<file path="src/sdcst_params.svh">
// Timing, reset and field constants of the SDRAM bank command state logic.
//
// Overview of operation
// Idle bank ignores deselect, no-op, burst stop.
// Refresh with banks idle; self-refresh if clock enable low.
// Idle: activate opens row, mode load, precharge ignored.
// Active: read/write start burst, precharge closes row.
// Read burst runs its length, then row active.
// Burst stop ends read, bank stays active.
// New read restarts read burst at new column.
// Write during read aborts read, starts write.
// Precharge during read cuts burst, then precharges.
// Write burst completes, then write recovery.
// Burst stop ends write, bank stays active.
// Read during write ends write, starts read.
// New write restarts write at new column.
// Precharge during write ends burst, then precharges.
// Read with auto-precharge finishes, then precharges automatically.
// Controller avoids illegal commands in burst states.
// After burst stop, data drives through CAS latency.
// Deselect has no effect in any state.
// Power-down on clock enable fall, held while low; code needs both banks idle and a no-op, deselect or burst stop.
`ifndef SDCST_PARAMS_SVH
`define SDCST_PARAMS_SVH
`define SDCST_CLK_MHZ 100
`define SDCST_T_RP_NS 20
`define SDCST_T_WR_NS 20
`define SDCST_T_RC_NS 70
`define SDCST_RP_CYC 4'(((`SDCST_T_RP_NS * `SDCST_CLK_MHZ) + 999) / 1000)
`define SDCST_WR_CYC 4'(((`SDCST_T_WR_NS * `SDCST_CLK_MHZ) + 999) / 1000)
`define SDCST_RC_CYC 4'(((`SDCST_T_RC_NS * `SDCST_CLK_MHZ) + 999) / 1000)
`define SDCST_BL_LSB 0
`define SDCST_CL_LSB 4
`define SDCST_AP_BIT 10
`define SDCST_BL_RST 3'h0
`define SDCST_CL_RST 3'h3
`define SDCST_FIFO_DEPTH 32
`define SDCST_FIFO_WIDTH 9
`endif

</file>
<file path="src/sdcst_pkg.sv">
// Types and decoding functions of the SDRAM bank command state logic.
package sdcst_pkg;

  typedef enum logic [2:0] {
    sdcst_idle = 3'h0,
    sdcst_active = 3'h1,
    sdcst_read = 3'h3,
    sdcst_read_ap = 3'h2,
    sdcst_write = 3'h5,
    sdcst_write_recov = 3'h4,
    sdcst_precharge = 3'h6,
    sdcst_refresh = 3'h7
  } sdcst_bank_state_e;

  typedef enum logic [3:0] {
    deselect_cmd = 4'h0,
    nop_cmd = 4'h1,
    burst_stop_cmd = 4'h2,
    read_cmd = 4'h3,
    write_cmd = 4'h4,
    row_activate_cmd = 4'h5,
    precharge_cmd = 4'h6,
    refresh_cmd = 4'h7,
    mode_register_load_cmd = 4'h8
  } sdcst_cmd_e;

  function automatic sdcst_cmd_e sdcst_decode(input logic cs_n, input logic ras_n,
                                              input logic cas_n, input logic we_n);
    sdcst_cmd_e c;
    if (cs_n) begin
      c = deselect_cmd;
    end else begin
      case ({ras_n, cas_n, we_n})
        3'b111: c = nop_cmd;
        3'b110: c = burst_stop_cmd;
        3'b101: c = read_cmd;
        3'b100: c = write_cmd;
        3'b011: c = row_activate_cmd;
        3'b010: c = precharge_cmd;
        3'b001: c = refresh_cmd;
        default: c = mode_register_load_cmd;
      endcase
    end
    return c;
  endfunction

  function automatic logic [8:0] sdcst_burst_len(input logic [2:0] code);
    logic [8:0] len;
    case (code)
      3'h0: len = 9'h001;
      3'h1: len = 9'h002;
      3'h2: len = 9'h004;
      3'h3: len = 9'h008;
      default: len = 9'h100;
    endcase
    return len;
  endfunction

endpackage

</file>
<file path="src/sdcst_stream_if.sv">
// Valid/ready stream between the bank logic and its read-beat FIFO.
interface sdcst_stream_if #(
  parameter int WIDTH = 9
);
  logic in_valid;
  logic in_ready;
  logic [WIDTH-1:0] in_data;
  logic out_valid;
  logic out_ready;
  logic [WIDTH-1:0] out_data;
  modport fifo_mp (input in_valid, input in_data, input out_ready,
                   output in_ready, output out_valid, output out_data);
  modport user_mp (output in_valid, output in_data, output out_ready,
                   input in_ready, input out_valid, input out_data);
endinterface

</file>
<file path="src/sdcst_bank_ctrl.sv">
// Two-bank SDRAM command state logic with read-beat FIFO and CAS latency drive.
`include "sdcst_params.svh"

module sdcst_bank_ctrl
  import sdcst_pkg::*;
(
  input wire logic ref_clk_in,
  input wire logic reset_n_in,
  input wire logic cke_in,
  input wire logic cs_n_in,
  input wire logic ras_n_in,
  input wire logic cas_n_in,
  input wire logic we_n_in,
  input wire logic bank_sel_in,
  input wire logic [10:0] addr_in,
  input wire logic rd_ready_in,
  output logic [5:0] bank_state_out,
  output logic power_down_out,
  output logic self_refresh_out,
  output logic dq_oe_n_out,
  output logic rd_valid_out,
  output logic rd_bank_out,
  output logic [7:0] rd_col_out
);

  // --------------------------------------------------------------------------
  // Command decode and global state.
  // --------------------------------------------------------------------------
  sdcst_cmd_e cmd;
  logic cke_prev_r, cke_prev_nxt, pd_r, pd_nxt, sr_r, sr_nxt;
  logic [2:0] bl_r, bl_nxt, cl_r, cl_nxt;
  logic [1:0] pipe_r, pipe_nxt;
  logic oe_n_r, oe_n_nxt, en, all_idle, quiet;
  logic [8:0] blen;
  logic [1:0] beat;
  logic out_valid_r, out_valid_nxt, out_bank_r, out_bank_nxt;
  logic [7:0] out_col_r, out_col_nxt;
  sdcst_bank_state_e state_r [2];
  sdcst_bank_state_e state_nxt [2];
  logic [8:0] cnt_r [2];
  logic [8:0] cnt_nxt [2];
  logic [7:0] col_r [2];
  logic [7:0] col_nxt [2];
  logic [3:0] tmr_r [2];
  logic [3:0] tmr_nxt [2];
  logic ap_r [2];
  logic ap_nxt [2];
  sdcst_stream_if #(.WIDTH(`SDCST_FIFO_WIDTH)) fifo_if ();

  assign cmd = sdcst_decode(cs_n_in, ras_n_in, cas_n_in, we_n_in);
  assign blen = sdcst_burst_len(bl_r);
  assign all_idle = (state_r[0] == sdcst_idle) && (state_r[1] == sdcst_idle);
  assign quiet = (cmd == deselect_cmd) || (cmd == nop_cmd);
  // Internal clock runs only with clock enable high last edge and room for beats.
  assign en = cke_prev_r && !pd_r && !sr_r && fifo_if.in_ready;

  always_comb begin
    cke_prev_nxt = cke_in;
    pd_nxt = pd_r;
    sr_nxt = sr_r;
    bl_nxt = bl_r;
    cl_nxt = cl_r;
    if (pd_r) begin
      pd_nxt = !cke_in;
    end else if (sr_r) begin
      sr_nxt = !(cke_in && quiet);
    end else if (cke_prev_r && !cke_in && all_idle) begin
      pd_nxt = quiet || (cmd == burst_stop_cmd);
      sr_nxt = (cmd == refresh_cmd);
    end
    if (en && all_idle && (cmd == mode_register_load_cmd)) begin
      bl_nxt = addr_in[`SDCST_BL_LSB +: 3];
      cl_nxt = addr_in[`SDCST_CL_LSB +: 3];
    end
    // Output drive follows the beat stream by three cycles at CAS latency 3 and two otherwise, so a burst stop
    // still lets the beats already in flight reach the pins.
    pipe_nxt = {pipe_r[0], |beat};
    oe_n_nxt = (cl_r == 3'h3) ? !pipe_r[1] : !pipe_r[0];
  end

  always_ff @(posedge ref_clk_in) begin
    if (!reset_n_in) begin
      cke_prev_r <= 1'b0;
      pd_r <= 1'b0;
      sr_r <= 1'b0;
      bl_r <= `SDCST_BL_RST;
      cl_r <= `SDCST_CL_RST;
      pipe_r <= 2'h0;
      oe_n_r <= 1'b1;
    end else begin
      cke_prev_r <= cke_prev_nxt;
      pd_r <= pd_nxt;
      sr_r <= sr_nxt;
      bl_r <= bl_nxt;
      cl_r <= cl_nxt;
      pipe_r <= pipe_nxt;
      oe_n_r <= oe_n_nxt;
    end
  end

  // --------------------------------------------------------------------------
  // Per-bank state machines.
  // --------------------------------------------------------------------------
  for (genvar b = 0; b < 2; b++) begin : g_bank
    logic hit, pre_hit, other_rw;
    assign hit = (bank_sel_in == 1'(b));
    assign pre_hit = (cmd == precharge_cmd) && (hit || addr_in[`SDCST_AP_BIT]);
    assign other_rw = !hit && ((cmd == read_cmd) || (cmd == write_cmd));

    always_comb begin
      state_nxt[b] = state_r[b];
      cnt_nxt[b] = cnt_r[b];
      col_nxt[b] = col_r[b];
      tmr_nxt[b] = tmr_r[b];
      ap_nxt[b] = ap_r[b];
      beat[b] = 1'b0;
      if (en) begin
        if (tmr_r[b] != 4'h0) begin
          tmr_nxt[b] = tmr_r[b] - 4'h1;
        end
        if ((state_r[b] == sdcst_read) || (state_r[b] == sdcst_read_ap) ||
            (state_r[b] == sdcst_write)) begin
          cnt_nxt[b] = cnt_r[b] - 9'h001;
          col_nxt[b] = col_r[b] + 8'h01;
          beat[b] = (state_r[b] != sdcst_write);
        end
        case (state_r[b])
          sdcst_idle: begin
            if ((cmd == row_activate_cmd) && hit) begin
              state_nxt[b] = sdcst_active;
            end else if ((cmd == refresh_cmd) && all_idle && cke_in) begin
              state_nxt[b] = sdcst_refresh;
              tmr_nxt[b] = `SDCST_RC_CYC;
            end
          end
          sdcst_active, sdcst_read, sdcst_write: begin
            if (hit && (cmd == read_cmd)) begin
              state_nxt[b] = addr_in[`SDCST_AP_BIT] ? sdcst_read_ap : sdcst_read;
              cnt_nxt[b] = blen;
              col_nxt[b] = addr_in[7:0];
            end else if (hit && (cmd == write_cmd)) begin
              state_nxt[b] = sdcst_write;
              ap_nxt[b] = addr_in[`SDCST_AP_BIT];
              cnt_nxt[b] = blen;
              col_nxt[b] = addr_in[7:0];
            end else if (pre_hit) begin
              state_nxt[b] = sdcst_precharge;
              tmr_nxt[b] = `SDCST_RP_CYC;
            end else if (state_r[b] == sdcst_active) begin
              state_nxt[b] = sdcst_active;
            end else if (cmd == burst_stop_cmd) begin
              state_nxt[b] = sdcst_active;
            end else if (state_r[b] == sdcst_write && (other_rw || cnt_r[b] == 9'h001)) begin
              state_nxt[b] = sdcst_write_recov;
              tmr_nxt[b] = `SDCST_WR_CYC;
            end else if (other_rw || cnt_r[b] == 9'h001) begin
              state_nxt[b] = sdcst_active;
            end
          end
          sdcst_read_ap: begin
            if (cnt_r[b] == 9'h001) begin
              state_nxt[b] = sdcst_precharge;
              tmr_nxt[b] = `SDCST_RP_CYC;
            end
          end
          sdcst_write_recov: begin
            if (tmr_nxt[b] == 4'h0) begin
              state_nxt[b] = ap_r[b] ? sdcst_precharge : sdcst_active;
              tmr_nxt[b] = ap_r[b] ? `SDCST_RP_CYC : 4'h0;
              ap_nxt[b] = 1'b0;
            end
          end
          sdcst_precharge, sdcst_refresh: begin
            if (tmr_nxt[b] == 4'h0) begin
              state_nxt[b] = sdcst_idle;
            end
          end
          default: begin
            state_nxt[b] = sdcst_idle;
          end
        endcase
      end
    end

    always_ff @(posedge ref_clk_in) begin
      if (!reset_n_in) begin
        state_r[b] <= sdcst_idle;
        cnt_r[b] <= 9'h000;
        col_r[b] <= 8'h00;
        tmr_r[b] <= 4'h0;
        ap_r[b] <= 1'b0;
      end else begin
        state_r[b] <= state_nxt[b];
        cnt_r[b] <= cnt_nxt[b];
        col_r[b] <= col_nxt[b];
        tmr_r[b] <= tmr_nxt[b];
        ap_r[b] <= ap_nxt[b];
      end
    end

  end

  // --------------------------------------------------------------------------
  // Read-beat FIFO and registered output stage.
  // --------------------------------------------------------------------------
  assign fifo_if.in_valid = |beat;
  assign fifo_if.in_data = beat[1] ? {1'b1, col_r[1]} : {1'b0, col_r[0]};
  assign fifo_if.out_ready = !out_valid_r || rd_ready_in;

  sdcst_fifo #(.WIDTH(`SDCST_FIFO_WIDTH), .DEPTH(`SDCST_FIFO_DEPTH)) u_fifo (
    .ref_clk_in(ref_clk_in),
    .reset_n_in(reset_n_in),
    .s(fifo_if.fifo_mp)
  );

  always_comb begin
    out_valid_nxt = out_valid_r;
    out_bank_nxt = out_bank_r;
    out_col_nxt = out_col_r;
    if (fifo_if.out_ready) begin
      out_valid_nxt = fifo_if.out_valid;
      out_bank_nxt = fifo_if.out_data[8];
      out_col_nxt = fifo_if.out_data[7:0];
    end
  end

  always_ff @(posedge ref_clk_in) begin
    if (!reset_n_in) begin
      out_valid_r <= 1'b0;
      out_bank_r <= 1'b0;
      out_col_r <= 8'h00;
    end else begin
      out_valid_r <= out_valid_nxt;
      out_bank_r <= out_bank_nxt;
      out_col_r <= out_col_nxt;
    end
  end

  assign bank_state_out = {state_r[1], state_r[0]};
  assign power_down_out = pd_r;
  assign self_refresh_out = sr_r;
  assign dq_oe_n_out = oe_n_r;
  assign rd_valid_out = out_valid_r;
  assign rd_bank_out = out_bank_r;
  assign rd_col_out = out_col_r;

endmodule // sdcst_bank_ctrl

</file>
<file path="src/sdcst_fifo.sv">
// Parameterised synchronous FIFO with valid and ready on both sides.
module sdcst_fifo #(
  parameter int WIDTH = 9,
  parameter int DEPTH = 32
) (
  input wire logic ref_clk_in,
  input wire logic reset_n_in,
  sdcst_stream_if.fifo_mp s
);
  localparam int AW = $clog2(DEPTH);
  logic [WIDTH-1:0] mem [DEPTH];
  logic [AW-1:0] wr_ptr_r, wr_ptr_nxt, rd_ptr_r, rd_ptr_nxt;
  logic [AW:0] count_r, count_nxt;
  logic push, pop;

  assign s.in_ready = (count_r != (AW+1)'(DEPTH));
  assign s.out_valid = (count_r != '0);
  assign s.out_data = mem[rd_ptr_r];
  assign push = s.in_valid && s.in_ready;
  assign pop = s.out_valid && s.out_ready;

  always_comb begin
    wr_ptr_nxt = push ? wr_ptr_r + 1'b1 : wr_ptr_r;
    rd_ptr_nxt = pop ? rd_ptr_r + 1'b1 : rd_ptr_r;
    count_nxt = count_r + (AW+1)'(push) - (AW+1)'(pop);
  end

  always_ff @(posedge ref_clk_in) begin
    if (!reset_n_in) begin
      wr_ptr_r <= '0;
      rd_ptr_r <= '0;
      count_r <= '0;
    end else begin
      wr_ptr_r <= wr_ptr_nxt;
      rd_ptr_r <= rd_ptr_nxt;
      count_r <= count_nxt;
    end
  end

  always_ff @(posedge ref_clk_in) begin
    if (push) begin
      mem[wr_ptr_r] <= s.in_data;
    end
  end
endmodule // sdcst_fifo

</file>
<file path="config.mk">
export PLATFORM = sky130hd
export DESIGN_NAME = sdcst_bank_ctrl
export DESIGN_NICKNAME = d
export VERILOG_FILES = /design/src/sdcst_pkg.sv /design/src/sdcst_stream_if.sv /design/src/sdcst_bank_ctrl.sv /design/src/sdcst_fifo.sv
export VERILOG_INCLUDE_DIRS = /design/src
export SDC_FILE = /design/constraint.sdc
export NUM_CORES = 1
export LEC_CHECK = 0
export ABC_CLOCK_PERIOD_IN_PS = 3950
export BUFFER_PORTS_ARGS = -buffer_cell sky130_fd_sc_hd__buf_4
export CAP_MARGIN = 5
export CORE_MARGIN = 1
export CORE_UTILIZATION = 60
export DETAILED_ROUTE_END_ITERATION = 10
export PLACE_DENSITY_LB_ADDON = 0.08
export SLEW_MARGIN = 20
export SYNTH_ARGS = -nofsm -noshare
export SYNTH_HDL_FRONTEND = slang
export SYNTH_SLANG_ARGS = --single-unit
export TNS_END_PERCENT = 100
</file>
<file path="constraint.sdc">
create_clock -name ref_clk_in -period 3.95 [get_ports ref_clk_in]
set_clock_uncertainty 0.05 [all_clocks]
set_input_delay 0.79 -clock ref_clk_in [delete_from_list [all_inputs] [get_ports ref_clk_in]]
set_output_delay 0.79 -clock ref_clk_in [all_outputs]
set_load 0.03 [all_outputs]
</file>
==> results of run 1 <==
[through the flow]
stage	utilization [%]	hold slack (ns)	total power, mW	setup slack, ns
CTS	69.0	0.418	10.1	0.966
global placement	64.3	0.391	6.36	1.05
finish	69.0	0.422	10.0	0.902
floorplan	-	0.381	5.97	0.833
detailed placement	64.3	0.402	6.39	0.971
global route	69.0	0.440	10.4	0.805
[metal layers]
metal	track usage [%]	routed length (um)
met4	9.20	1110
met1	40.1	16700
met3	5.15	3190
met5	0	0
met2	43.8	18300
[registers in the layout (all words and copies together) (netlist names), 2 cells and up]
signal	flops
u_fifo.mem	288
cnt_r	18
col_r	16
rd_col_out	8
tmr_r	8
state_r	6
u_fifo.count_r	6
u_fifo.rd_ptr_r	5
u_fifo.wr_ptr_r	5
bl_r	3
cl_r	3
ap_r	2
pipe_r	2
[logic make-up after synthesis]
family / share of synthesized area, %
AOI/OAI and AO/OA: 10.8
xor gates and xnor gates: 0.937
adders and majority gates: 1.76
buffers and inverters: 3.28
DFF: 61.9
muxes: 11.1
and+or+nand+nor: 10.2
[synth_stat cells (22+ instances only)]
| library cell | n |
|---|---|
| sky130_fd_sc_hd__o21ai_0 | 40 |
| sky130_fd_sc_hd__mux2i_1 | 42 |
| sky130_fd_sc_hd__nor3_1 | 22 |
| sky130_fd_sc_hd__buf_2 | 26 |
| sky130_fd_sc_hd__nand2_1 | 63 |
| sky130_fd_sc_hd__a21oi_1 | 58 |
| sky130_fd_sc_hd__ha_1 | 22 |
| sky130_fd_sc_hd__edfxtp_1 | 289 |
| sky130_fd_sc_hd__clkbuf_1 | 27 |
| sky130_fd_sc_hd__nor2_1 | 87 |
| sky130_fd_sc_hd__inv_1 | 38 |
| sky130_fd_sc_hd__dfxtp_1 | 87 |
| sky130_fd_sc_hd__mux4_2 | 58 |
[layout make-up]
class,instances,area (um2)
clock buffer,54,1080
clock inverter,17,199
fill,1914,8450
inverter,39,146
multi-input combinational,728,5860
sequential,376,10400
tap,372,465
timing repair buffer,80,626
[critical path: cells and delay by family, from the launching register on]
kind | cells | cell delay (ns)
flops | 1 | 0.68
compound gates | 1 | 0.38
simple gates | 2 | 1.32
buf+inv | 1 | 0.23
[worst paths after layout]
check                                  start                           to  slack [ns]  cells after the start
setup reg to reg  state_r[0][1]$_SDFFE_PN0P_  u_fifo.mem[19][3]$_DFFE_PP_        0.90                      4
hold reg to reg         pipe_r[0]$_SDFF_PN0_         pipe_r[1]$_SDFF_PN0_        0.42                      1
setup / recovery  state_r[0][1]$_SDFFE_PN0P_  u_fifo.mem[19][3]$_DFFE_PP_        0.90                      4
hold / removal          pipe_r[0]$_SDFF_PN0_         pipe_r[1]$_SDFF_PN0_        0.42                      1
[power by group through the flow]
stage / Sequential [mW] / Clock (mW) / Combinational, mW
floorplan: 4.49 / 0 / 1.48
CTS: 4.47 / 3.73 / 1.86
detailed placement: 4.55 / 0 / 1.84
finish: 4.47 / 3.69 / 1.85
global placement: 4.55 / 0 / 1.81
global route: 4.48 / 3.89 / 2.00
==> run summary, run 1 <==
The flow ran to the end, and the final reports show no timing, DRC or antenna violations. Once the clock tree was built, the resizer swapped 0 gates to a different size. The post-CTS clock slew at the launch and capture registers of the worst setup and hold paths came out at 0.06 ns.

Max-cap violations in this run came to 0. From bottom edge to top edge, the die measures 169 um. Dividing the detail-routed wire length by the instance count gives 23.6 um. During placement, the flow inserted port buffers numbering 36. The number of nets in the synthesized netlist came out at 1,260. The peak supply drop came out at 0.358 mV. The highest clock frequency the design can meet is 328 MHz. Leaving out fill and tap cells, the most frequent cells in the layout are sky130_fd_sc_hd__edfxtp_1 (289), sky130_fd_sc_hd__nor2_1 (87), sky130_fd_sc_hd__dfxtp_1 (85), sky130_fd_sc_hd__buf_4 (78), sky130_fd_sc_hd__nand2_1 (63). The cell count after synthesis came out at 1,217. Of all flip-flops after synthesis, the portion carrying an async set or reset was 0%.

Among all stages on the critical path, the largest delay is contributed by sky130_fd_sc_hd__nor2_1. The number of nets in the layout is 1,308. The sort of element at the start of the critical path is a flip-flop. The dominant register cell in the synthesized netlist is sky130_fd_sc_hd__edfxtp_1.

The number of endpoints with negative hold slack in the final report is 0. Setup repair after global routing left no endpoint under its margin. The sequential element share of the synthesized area is 61.9%.

The final weighted congestion in routability-driven placement is 0.878. After floorplanning, the core was divided into 60 placement rows. In this run the cell area of the synthesized design comes to 16,800 um2.

The pre-antenna-repair detailed-routing pass consisted of 5 iterations. The number of post-CTS setup repair buffers is 0. In this run, synthesis produced a sequential element count of 376. The count of nets left with antenna violations once routing finished came out at 0. 0 antenna diodes ended up in the layout. The number of hold buffers added after CTS came out at 0. Global routing used 28.1% of the available tracks. The worst setup path is captured at a flip-flop. The combinational group share of total power came out at 18.5%. For the pin with the worst max-slew slack, the measured transition is 1.09 ns. The global-route wire length before repair came out at 60.2 mm. The number of clock buffers inserted by TritonCTS came out at 40. The synthesized design contains 289 enable-type register cells. In the final layout, the share of cells above drive strength 1 is 18.7%. The fraction of power consumed by the clock network came out at 36.9%.

The sink count of the clock tree is 376. The number of vias per cell after detailed routing came out at 6.40. The share of synthesized area in the top cell type comes to 51.6%. At the worst endpoint, the required time is 4.05 ns. The placeable core region came out at 27,300 um2. In this run the worst path has a maximum fanout of 15. The clock period minus worst slack is 3.05 ns.

The number of cells after detailed placement came out at 1,595. Sorting the synthesized cells by area gives the leading types as sky130_fd_sc_hd__edfxtp_1 (52%), sky130_fd_sc_hd__dfxtp_1 (10%), sky130_fd_sc_hd__mux4_2 (7.8%). After synthesis, the netlist uses 94 different library cells. The total count of max-transition violations in the final report came out at 0. The number of levels the H-tree was split into is 2. Summing all placed instances gives a cell area of 17,500 um2. Clock latency on the worst-skew pair, taken at its later pin, is 0.53 ns.

The total via count in the routed design is 10,700. The areal power density over the cells is 532 nW/um2. Setup violations remaining at the end of the flow were counted as 0. The number of antenna violations at the first check in global routing is 0. Leaving out fill and tap cells, the most frequent cell in the layout is sky130_fd_sc_hd__edfxtp_1. The finished layout cell area is 18,800 um2. The largest net degree at the start of global routing came out at 42.

The via count of the first global-routing pass was 10,300. The path class of the lowest-slack min-delay path is reg2reg. The die area is 28,700 um2. After layout, the worst path uses 77.2% of the clock period. The number of warnings issued by yosys came out at 0. The static power due to leakage is 6.07 nW. The signal on the critical path passes through nor2b_1 > buf_4 > o2111ai_2 > nor2_1. The non-filler instance count after layout is 1,666. The die is 169 um wide. In this run the mean area of a mapped cell was 13.8 um2. The worst pin sits at a relative slew slack of 27.4%.

The total length of routed wires came out at 39.3 mm. The arrival time reported for the critical path endpoint came out at 3.15 ns. The post-detailed-placement half-perimeter wirelength is 24.7 mm. The layout overhead on the synthesized area is 11.8%. For this design the total switching power over the nets is 2.63 mW. The internal power of the cells totals 7.37 mW. The register share of total power came out at 44.6%. The I/O pin count came out at 39. Net switching is 26.3% of the power. The sum of negative setup slack came out at 0 ns. After the first detailed-routing iteration, the DRC count stood at 1,300. For this run, the slowest stage of the critical path takes 0.99 ns.

TritonCTS built the clock tree. Clock tree synthesis selected as its root buffer the cell sky130_fd_sc_hd__clkbuf_16. The most area-hungry cell type in the Yosys netlist is sky130_fd_sc_hd__edfxtp_1.

The total grt overflow came out at 0. For this configuration, the core starts out at a cell density of 61.7%. The total DRC errors in the routed layout came out at 0. In this run the deepest clock path goes through 3 buffers. The worst setup path is of the reg2reg kind.
Note: power is estimated with default switching activity, not from simulation.
==> run 2, diff against run 1 <==
--- a/config.mk
+++ b/config.mk
@@ -6,7 +6,8 @@
 export SDC_FILE = /design/constraint.sdc
 export NUM_CORES = 1
 export LEC_CHECK = 0
-export ABC_CLOCK_PERIOD_IN_PS = 3950
+export ABC_AREA = 1
+export ABC_CLOCK_PERIOD_IN_PS = 3000
 export BUFFER_PORTS_ARGS = -buffer_cell sky130_fd_sc_hd__buf_4
 export CAP_MARGIN = 5
 export CORE_MARGIN = 1
==> constraint.sdc (replaced) <==
create_clock -name ref_clk_in -period 3 [get_ports ref_clk_in]
set_clock_uncertainty 0.05 [all_clocks]
set_input_delay 0.6 -clock ref_clk_in [delete_from_list [all_inputs] [get_ports ref_clk_in]]
set_output_delay 0.6 -clock ref_clk_in [all_outputs]
set_load 0.03 [all_outputs]
==> run summary, run 2 <==
The worst reg-to-reg path cell count is 12. Detailed placement ended at an HPWL of 25.4 mm. The instance count on the critical path came out at 12. The first-pass iteration count of the detailed router is 5. The core region is 27,200 um2. In the synthesized netlist the dominant register cell turns out to be sky130_fd_sc_hd__edfxtp_1. The total grt overflow is 0. Once the clock tree was built, the resizer swapped 0 gates to a different size. The number of hold buffers added after CTS is 0. Ranked by flip-flop count, first place goes to u_fifo.mem. At the worst endpoint, the arrival time is 3.02 ns. Counting the buffers created by CTS gives 40. The count of routing violations after the opening detailed-route iteration is 1,214.

The sequential element share of the synthesized area is 62.1%. CTS placed an instance of sky130_fd_sc_hd__clkbuf_16 at the clock tree root. The number of storage elements in the synthesis netlist came out at 376. The later pin in the worst-skew pair is clocked with a latency of 0.54 ns. For the pin with the worst max-slew slack, the measured transition is 0.816 ns. The number of antenna violations at the first check in global routing is 0. The I/O pin count came out at 39.

The startpoint identified for the worst hold timing path is cke_in. The setup check on the worst reg-to-reg path leaves a slack of 0.35 ns. For this design the static power due to leakage is 6.96 nW. The clock drives 376 sinks. The die height came out at 169 um. The highest clock frequency the design can meet came out at 377 MHz.

The sort of element at the start of the critical path is a flip-flop. The family of cells with the greatest summed delay on the critical path is compound AO/OA/AOI/OAI gates. The count of max-cap constraint violations is 0. The count of cells along the worst hold path came out at 2.

Among all stages on the critical path, the largest delay is contributed by sky130_fd_sc_hd__fa_1. The detail route stage leaves a number of antenna-violating nets equal to 0. The via count of the first global-routing pass was 11,800.

The number of nets in the synthesized netlist came out at 1,713. The relative slew slack is 45.5%. Sorting the synthesized cells by area gives the leading types as sky130_fd_sc_hd__edfxtp_1 (52%), sky130_fd_sc_hd__dfxtp_1 (10%), sky130_fd_sc_hd__o21ai_0 (6.1%). The maximum number of buffers from clock root to sink is 3. After technology mapping, the gate count stands at 1,670. The path with the worst hold slack has its endpoint at power_down_out$_SDFF_PN0_. The start of the worst register-to-register path is power_down_out$_SDFF_PN0_. The worst stage delay on the critical path came out at 0.43 ns. The number of vias per cell after detailed routing is 5.87. The share of the clock period used by the worst path came out at 88.5%. TritonCTS built the clock tree.

The number of buffers added on ports is 36. The areal power density over the cells is 720 nW/um2. The peak supply drop is 0.497 mV. Counting the fill cells in the layout gives 2,090. The combined area of the multi-input logic cells came out at 5540 um2. The post-CTS clock slew at the launch and capture registers of the worst setup and hold paths came out at 0.06 ns. The endpoint of the worst-slack reg-to-reg timing path is u_fifo.count_r[4]$_SDFF_PN0_. The setup path with the least slack is of type reg2reg. Leaving out fill and tap cells, the most frequent cell in the layout is sky130_fd_sc_hd__edfxtp_1. The dominant cell type by count on the critical path is sky130_fd_sc_hd__nand2_1. The count of different cell masters after synthesis is 52. The largest net degree at the start of global routing is 97. Registers take 10,400 um2. The worst slack on hold paths is 0.233 ns.

In the layout the commonest cells are sky130_fd_sc_hd__edfxtp_1 (289), sky130_fd_sc_hd__nor2_1 (257), sky130_fd_sc_hd__nand2_1 (215), sky130_fd_sc_hd__o21ai_0 (198), sky130_fd_sc_hd__inv_1 (111). The layout overhead on the synthesized area is 12.7%. The number of endpoints with negative hold slack in the final report was 0. The worst setup path is captured at a flip-flop.

The initial standard-cell utilization of the core came out at 61.7%. Counting flops with an async set or reset pin after synthesis yields a share of 0%. The number of flip-flops in the largest register is 288. sky130_fd_sc_hd__edfxtp_1 is the most common cell in the netlist.

The number of antenna repair diodes came out at 0. The maximum fanout along the worst path came out at 10. The smallest clock period supported by the final layout is computed as 2.65 ns.

The post-synth design cell area came out at 16,800 um2. The total count of max-transition violations in the final report is 0. The number of enable-type register cells in the synthesized netlist came out at 289.

The final design utilization came out at 69.5%. The worst path buffer plus inverter count came out at 2. The commonest cells after synthesis are sky130_fd_sc_hd__edfxtp_1 (289), sky130_fd_sc_hd__nor2_1 (258), sky130_fd_sc_hd__nand2_1 (215). The required time of the critical path is 3.36 ns. The signal on the critical path passes through inv_2 > nand2_1 > nor2_1 > nand2_1 > a21oi_2 > ha_1 > inv_1 > fa_1 > nor3_1 > a211oi_1 > o21ai_0 > a21oi_1. The first global-routing pass estimated 63.9 mm of wire. The share of Yosys cell area claimed by the top area cell type is 51.8%. Post-CTS timing repair inserted 0 buffers for setup. The die area is 28,600 um2.

The largest registers in the layout are u_fifo.mem (288), cnt_r (18), col_r (16). Of all cell types, the one taking the most synthesized area is sky130_fd_sc_hd__edfxtp_1. The mean post-synth cell area came out at 10.0 um2. Summing internal, switching and leakage power gives 13.6 mW. Setup violations remaining at the end of the flow were counted as 0. The path class of the lowest-slack min-delay path is in2reg. Setup repair after global routing left no endpoint under its margin.

The number of levels the H-tree was split into is 2. The total length of routed wires came out at 41.0 mm. The number of rows created at floorplan came out at 60. The global-route total usage across every layer is 29.2%. At the end of routability-driven placement, the weighted congestion stood at 0.872. The number of warnings issued by yosys is 0. The final route contains 12,500 vias.

The flow ran to the end, and the final reports show no timing, DRC or antenna violations. The share of post-route cells with drive strength above 1 came out at 12.1%. The horizontal extent of the die is 169 um. The number of nets in the layout is 1,777. The total DRC errors in the routed layout is 0. Dividing the detail-routed wire length by the instance count gives 19.2 um.
[run 2: changes by cell type after synthesis, moves of 16 or more]
cell | previous run | this run
sky130_fd_sc_hd__a211oi_1 | 21 | 5
sky130_fd_sc_hd__inv_1 | 38 | 111
sky130_fd_sc_hd__o22ai_1 | 18 | 40
sky130_fd_sc_hd__a21oi_1 | 58 | 75
sky130_fd_sc_hd__mux4_2 | 58 | 0
sky130_fd_sc_hd__o21ai_0 | 40 | 204
sky130_fd_sc_hd__clkbuf_1 | 27 | 50
sky130_fd_sc_hd__mux2i_1 | 42 | 0
sky130_fd_sc_hd__nand3_1 | 21 | 83
sky130_fd_sc_hd__nand2_1 | 63 | 215
sky130_fd_sc_hd__o211ai_1 | 7 | 42
sky130_fd_sc_hd__nor2_1 | 87 | 258
[run 2: where the power goes]
group | switching (mW) | internal (mW) | total [mW] | leakage, nW
combinational | 2.22 | 1.03 | 3.26 | 2.97
sequential | 0.146 | 5.68 | 5.82 | 3.42
clock | 1.97 | 2.55 | 4.52 | 0.576
total | 4.34 | 9.26 | 13.6 | 6.96
[run 2: worst register-to-register path, delay by kind of cell (launching register included)]
family,cells,cell delay (ns)
adder cells (fa/ha/maj),2,0.68
AND/OR/NAND/NOR,4,0.66
buffers and inverters,2,0.12
AO/OA/AOI/OAI,4,0.70
flip-flops,1,0.32
[run 2: worst max-delay path by stage]
stage / startpoint / end / slack, ns
after floorplan: power_down_out$_SDFF_PN0_ / u_fifo.mem[0][1]$_DFFE_PP_ / -0.34
final: power_down_out$_SDFF_PN0_ / u_fifo.count_r[4]$_SDFF_PN0_ / 0.35
after detailed placement: rd_ready_in / u_fifo.count_r[4]$_SDFF_PN0_ / 0.33
after CTS: power_down_out$_SDFF_PN0_ / u_fifo.count_r[4]$_SDFF_PN0_ / 0.35
after global placement: rd_ready_in / u_fifo.count_r[4]$_SDFF_PN0_ / 0.33
after global routing: u_fifo.count_r[2]$_SDFF_PN0_ / u_fifo.count_r[4]$_SDFF_PN0_ / 0.04
[run 2: cells by family after synthesis]
group	after synthesis	share of synthesized area, %
buffers and inverters	209	5.02
flip-flops	376	62.1
AND/OR/NAND/NOR	640	16.6
multiplexers	1	0.0672
AO/OA/AOI/OAI	412	13.9
XOR/XNOR	9	0.470
adder cells (fa/ha/maj)	23	1.76
[run 2: area by class of cell]
cell class	instances	area share, %
well taps	372	2.46
clock inverters	23	0.794
repair buffers	98	4.09
multi-input cells	1085	29.3
clock buffers	50	5.49
inverters	133	2.67
flip-flops and latches	376	55.2
[run 2: per-stage QoR]
| stage | area (um2) | cells | TNS (ns) | setup WS [ns] |
|---|---|---|---|---|
| finish | 18900 | 2137 | 0 | 0.345 |
| global route | 18900 | 2137 | 0 | 0.0380 |
| CTS | 18900 | 2137 | 0 | 0.351 |
| detailed placement | 17700 | 2064 | 0 | 0.334 |
| global placement | 17700 | 2064 | 0 | 0.335 |
| floorplan | 16800 | 1670 | -65.40 | -0.341 |
[run 2: routing by layer]
layer	vias up	global-route usage, %	wire, um
met3	86	4.76	2850
met5	-	0	0
met2	475	48.5	19700
met4	0	12.4	1520
li1	6023	-	-
met1	5956	38.2	16900
==> run 3, diff against run 2 <==
--- a/config.mk
+++ b/config.mk
@@ -11,9 +11,9 @@
 export BUFFER_PORTS_ARGS = -buffer_cell sky130_fd_sc_hd__buf_4
 export CAP_MARGIN = 5
 export CORE_MARGIN = 1
-export CORE_UTILIZATION = 60
+export CORE_UTILIZATION = 35
 export DETAILED_ROUTE_END_ITERATION = 10
-export PLACE_DENSITY_LB_ADDON = 0.08
+export PLACE_DENSITY = 0.55
 export SLEW_MARGIN = 20
 export SYNTH_ARGS = -nofsm -noshare
 export SYNTH_HDL_FRONTEND = slang
==> run summary, run 3 (synthesized netlist as in run 2, its figures left out) <==
The largest registers in the layout are u_fifo.mem (288), cnt_r (18), col_r (16). The maximum fanout along the worst path is 23. The cell that appears most often on the critical path is sky130_fd_sc_hd__nand4_1. Port buffering added 36 buffers. The tree is rooted in a sky130_fd_sc_hd__clkbuf_16.

The family of cells with the greatest summed delay on the critical path is simple AND/OR/NAND/NOR gates. The worst setup path is of the reg2reg kind. The static power due to leakage is 7.00 nW.

The endpoint class of the critical path is a flip-flop. The share of post-route cells with drive strength above 1 came out at 12.4%. The number of clock buffers inserted by TritonCTS came out at 41. The number of vias per cell after detailed routing is 5.21. The total count of max-transition violations in the final report came to 0.

The share of total power consumed by net switching came out at 31.7%. The combinational group share of total power came out at 23.0%. The transition time at the pin with the least slew margin came out at 0.717 ns. The relative slew slack came out at 51.9%. The top cell types in the final layout, fill and taps aside, are sky130_fd_sc_hd__edfxtp_1 (289), sky130_fd_sc_hd__nor2_1 (257), sky130_fd_sc_hd__nand2_1 (215), sky130_fd_sc_hd__o21ai_0 (198), sky130_fd_sc_hd__inv_1 (111).

The number of post-CTS setup repair buffers came out at 0. Counting flops per register, the top entry is u_fifo.mem. The first TritonRoute pass finished after 5 iterations. The worst-case IR drop observed on VDD is 0.395 mV.

The library cell used most frequently in the layout, excluding fill and tap cells, is sky130_fd_sc_hd__edfxtp_1. The via count of the first global-routing pass is 12,000. The sort of element at the start of the critical path is a flip-flop. The sink count of the clock tree is 376. For this run, the total global-route usage over all layers was measured as 17.8%. Setup repair after global routing left no endpoint under its margin.

Entering global routing, the biggest net connects 93 pins. The average wire per cell in the routed design is 18.4 um. The die is 221 um wide.

In the final design database the tool counted 1,779 nets. The final-report setup violation count is 0. The post-detailed-placement cell area is 18,000 um2. The count of antenna-violating nets left after detailed routing came out at 0. The clock period minus worst slack is 2.59 ns. The net switching component of the power came out at 4.35 mW.

The register with the most flip-flops in the layout has 288 of them. The maximum number of buffers from clock root to sink came out at 3. The number of endpoints with negative hold slack in the final report came out at 0. The arrival time reported for the critical path endpoint came out at 2.96 ns. The worst-skew pair later-pin latency is 0.55 ns. The count of routing violations after the opening detailed-route iteration is 989. The total DRC errors in the routed layout came out at 0. 0 antenna diodes ended up in the layout. The finished layout cell area came out at 19,300 um2. Power spread over the standard cell area amounts to 711 nW/um2.

The worst path buffer plus inverter count came out at 3. The share of the clock period used by the worst path is 86.5%. The die area came out at 48,800 um2. Relative to the synthesized area, the layout overhead comes to 14.9%.

The fraction of power consumed by the clock network came out at 34.3%. The sum of negative setup slack is 0 ns. The number of antenna violations at the first check in global routing came out at 2. At the placement stage, the worst setup path has a slack of 0.247 ns. The internal power component came out at 9.35 mW. The register share of total power came out at 42.6%. Hold repair after CTS inserted 0 buffers.

The count of max-cap constraint violations is 0. The first global-routing pass estimated 68.2 mm of wire. The final weighted congestion in routability-driven placement is 0.802. The die height is 221 um. The number of cells upsized or downsized after cts is 0. The post-detailed-placement half-perimeter wirelength came out at 26.8 mm.

The setup slack after layout is 0.406 ns. The post-CTS clock slew at the launch and capture registers of the worst setup and hold paths is 0.06 ns. The highest clock frequency the design can meet came out at 385 MHz. The total grt overflow came out at 0.

The total length of routed wires came out at 43.8 mm. The tightest min-delay check is of the in2reg type. The worst stage delay on the critical path is 0.52 ns. The number of inserted filler cells in the final layout is 4,587. The I/O pin count came out at 39. TritonCTS built the clock tree.

In this run the standard cell core region covers 46,900 um2. The total via count in the routed design came out at 12,400. Overall power consumption after layout is estimated at 13.7 mW. The slowest stage of the critical path belongs to the cell sky130_fd_sc_hd__nand4_1. The initial standard-cell utilization of the core is 35.8%.

The run finished with clean final reports. Traced cell by cell, the critical path runs through inv_1 > ha_1 > nand4_1 > nand2_1 > buf_4 > inv_2 > nand4_1 > o21ai_0 > a21oi_1. Data on the critical path is required at its endpoint by 3.37 ns.

In this run the core area contains 79 standard-cell rows. The number of levels the H-tree was split into came out at 2.
==> run 3: area by class of cell <==
type / count / area, um2 / area share [%]
Sequential cell: 376 / 10400 / 54.1
Multi-Input combinational cell: 1085 / 5540 / 28.7
Clock buffer: 57 / 1130 / 5.85
Timing Repair Buffer: 99 / 793 / 4.12
Tap cell: 607 / 759 / 3.94
Inverter: 133 / 505 / 2.62
Clock inverter: 18 / 119 / 0.617
==> run 3: routing by layer <==
layer | GRT usage, % | up-vias | wire (um)
met4 | 5.93 | 2 | 1150
li1 | - | 6033 | -
met2 | 29.9 | 273 | 21100
met1 | 23.5 | 5990 | 19600
met5 | 0 | - | 13
met3 | 2.55 | 65 | 1910
==> run 3: worst paths after layout <==
check / start / end / slack, ns / cells after the start
hold / removal: cke_in / power_down_out$_SDFF_PN0_ / 0.22 / 2
setup / recovery: u_fifo.count_r[2]$_SDFF_PN0_ / cl_r[2]$_SDFFE_PN0P_ / 0.41 / 9
setup reg to reg: u_fifo.count_r[2]$_SDFF_PN0_ / cl_r[2]$_SDFFE_PN0P_ / 0.41 / 9
hold reg to reg: pipe_r[1]$_SDFF_PN0_ / dq_oe_n_out$_SDFF_PN1_ / 0.40 / 1
==> run 3: worst register-to-register path: cells and delay by family (launching register included) <==
family | cells | cell delay [ns]
and+or+nand+nor | 3 | 0.80
adders and majority gates | 1 | 0.21
buffers and inverters | 3 | 0.66
DFF | 1 | 0.33
AOI/OAI and AO/OA | 2 | 0.41
==> run 3: per-stage QoR <==
step / hold WS, ns / utilization (%) / std cells
after global placement: 0.393 / 38.5 / 2300
after CTS: 0.191 / 41.1 / 2375
after global routing: 0.202 / 41.1 / 2375
final: 0.218 / 41.1 / 2375
after detailed placement: 0.391 / 38.5 / 2300
after floorplan: 0.363 / - / 1670
==> run 3: power groups by stage <==
| stage | Clock (mW) | Combinational, mW | Sequential (mW) |
|---|---|---|---|
| 6_report | 4.70 | 3.16 | 5.84 |
| 5_1_grt | 5.01 | 3.56 | 5.85 |
| 4_1_cts | 4.81 | 3.19 | 5.84 |
| 3_5_place_dp | 0 | 3.18 | 5.95 |
| 3_3_place_gp | 0 | 3.14 | 5.94 |
| 2_1_floorplan | 0 | 2.17 | 5.97 |
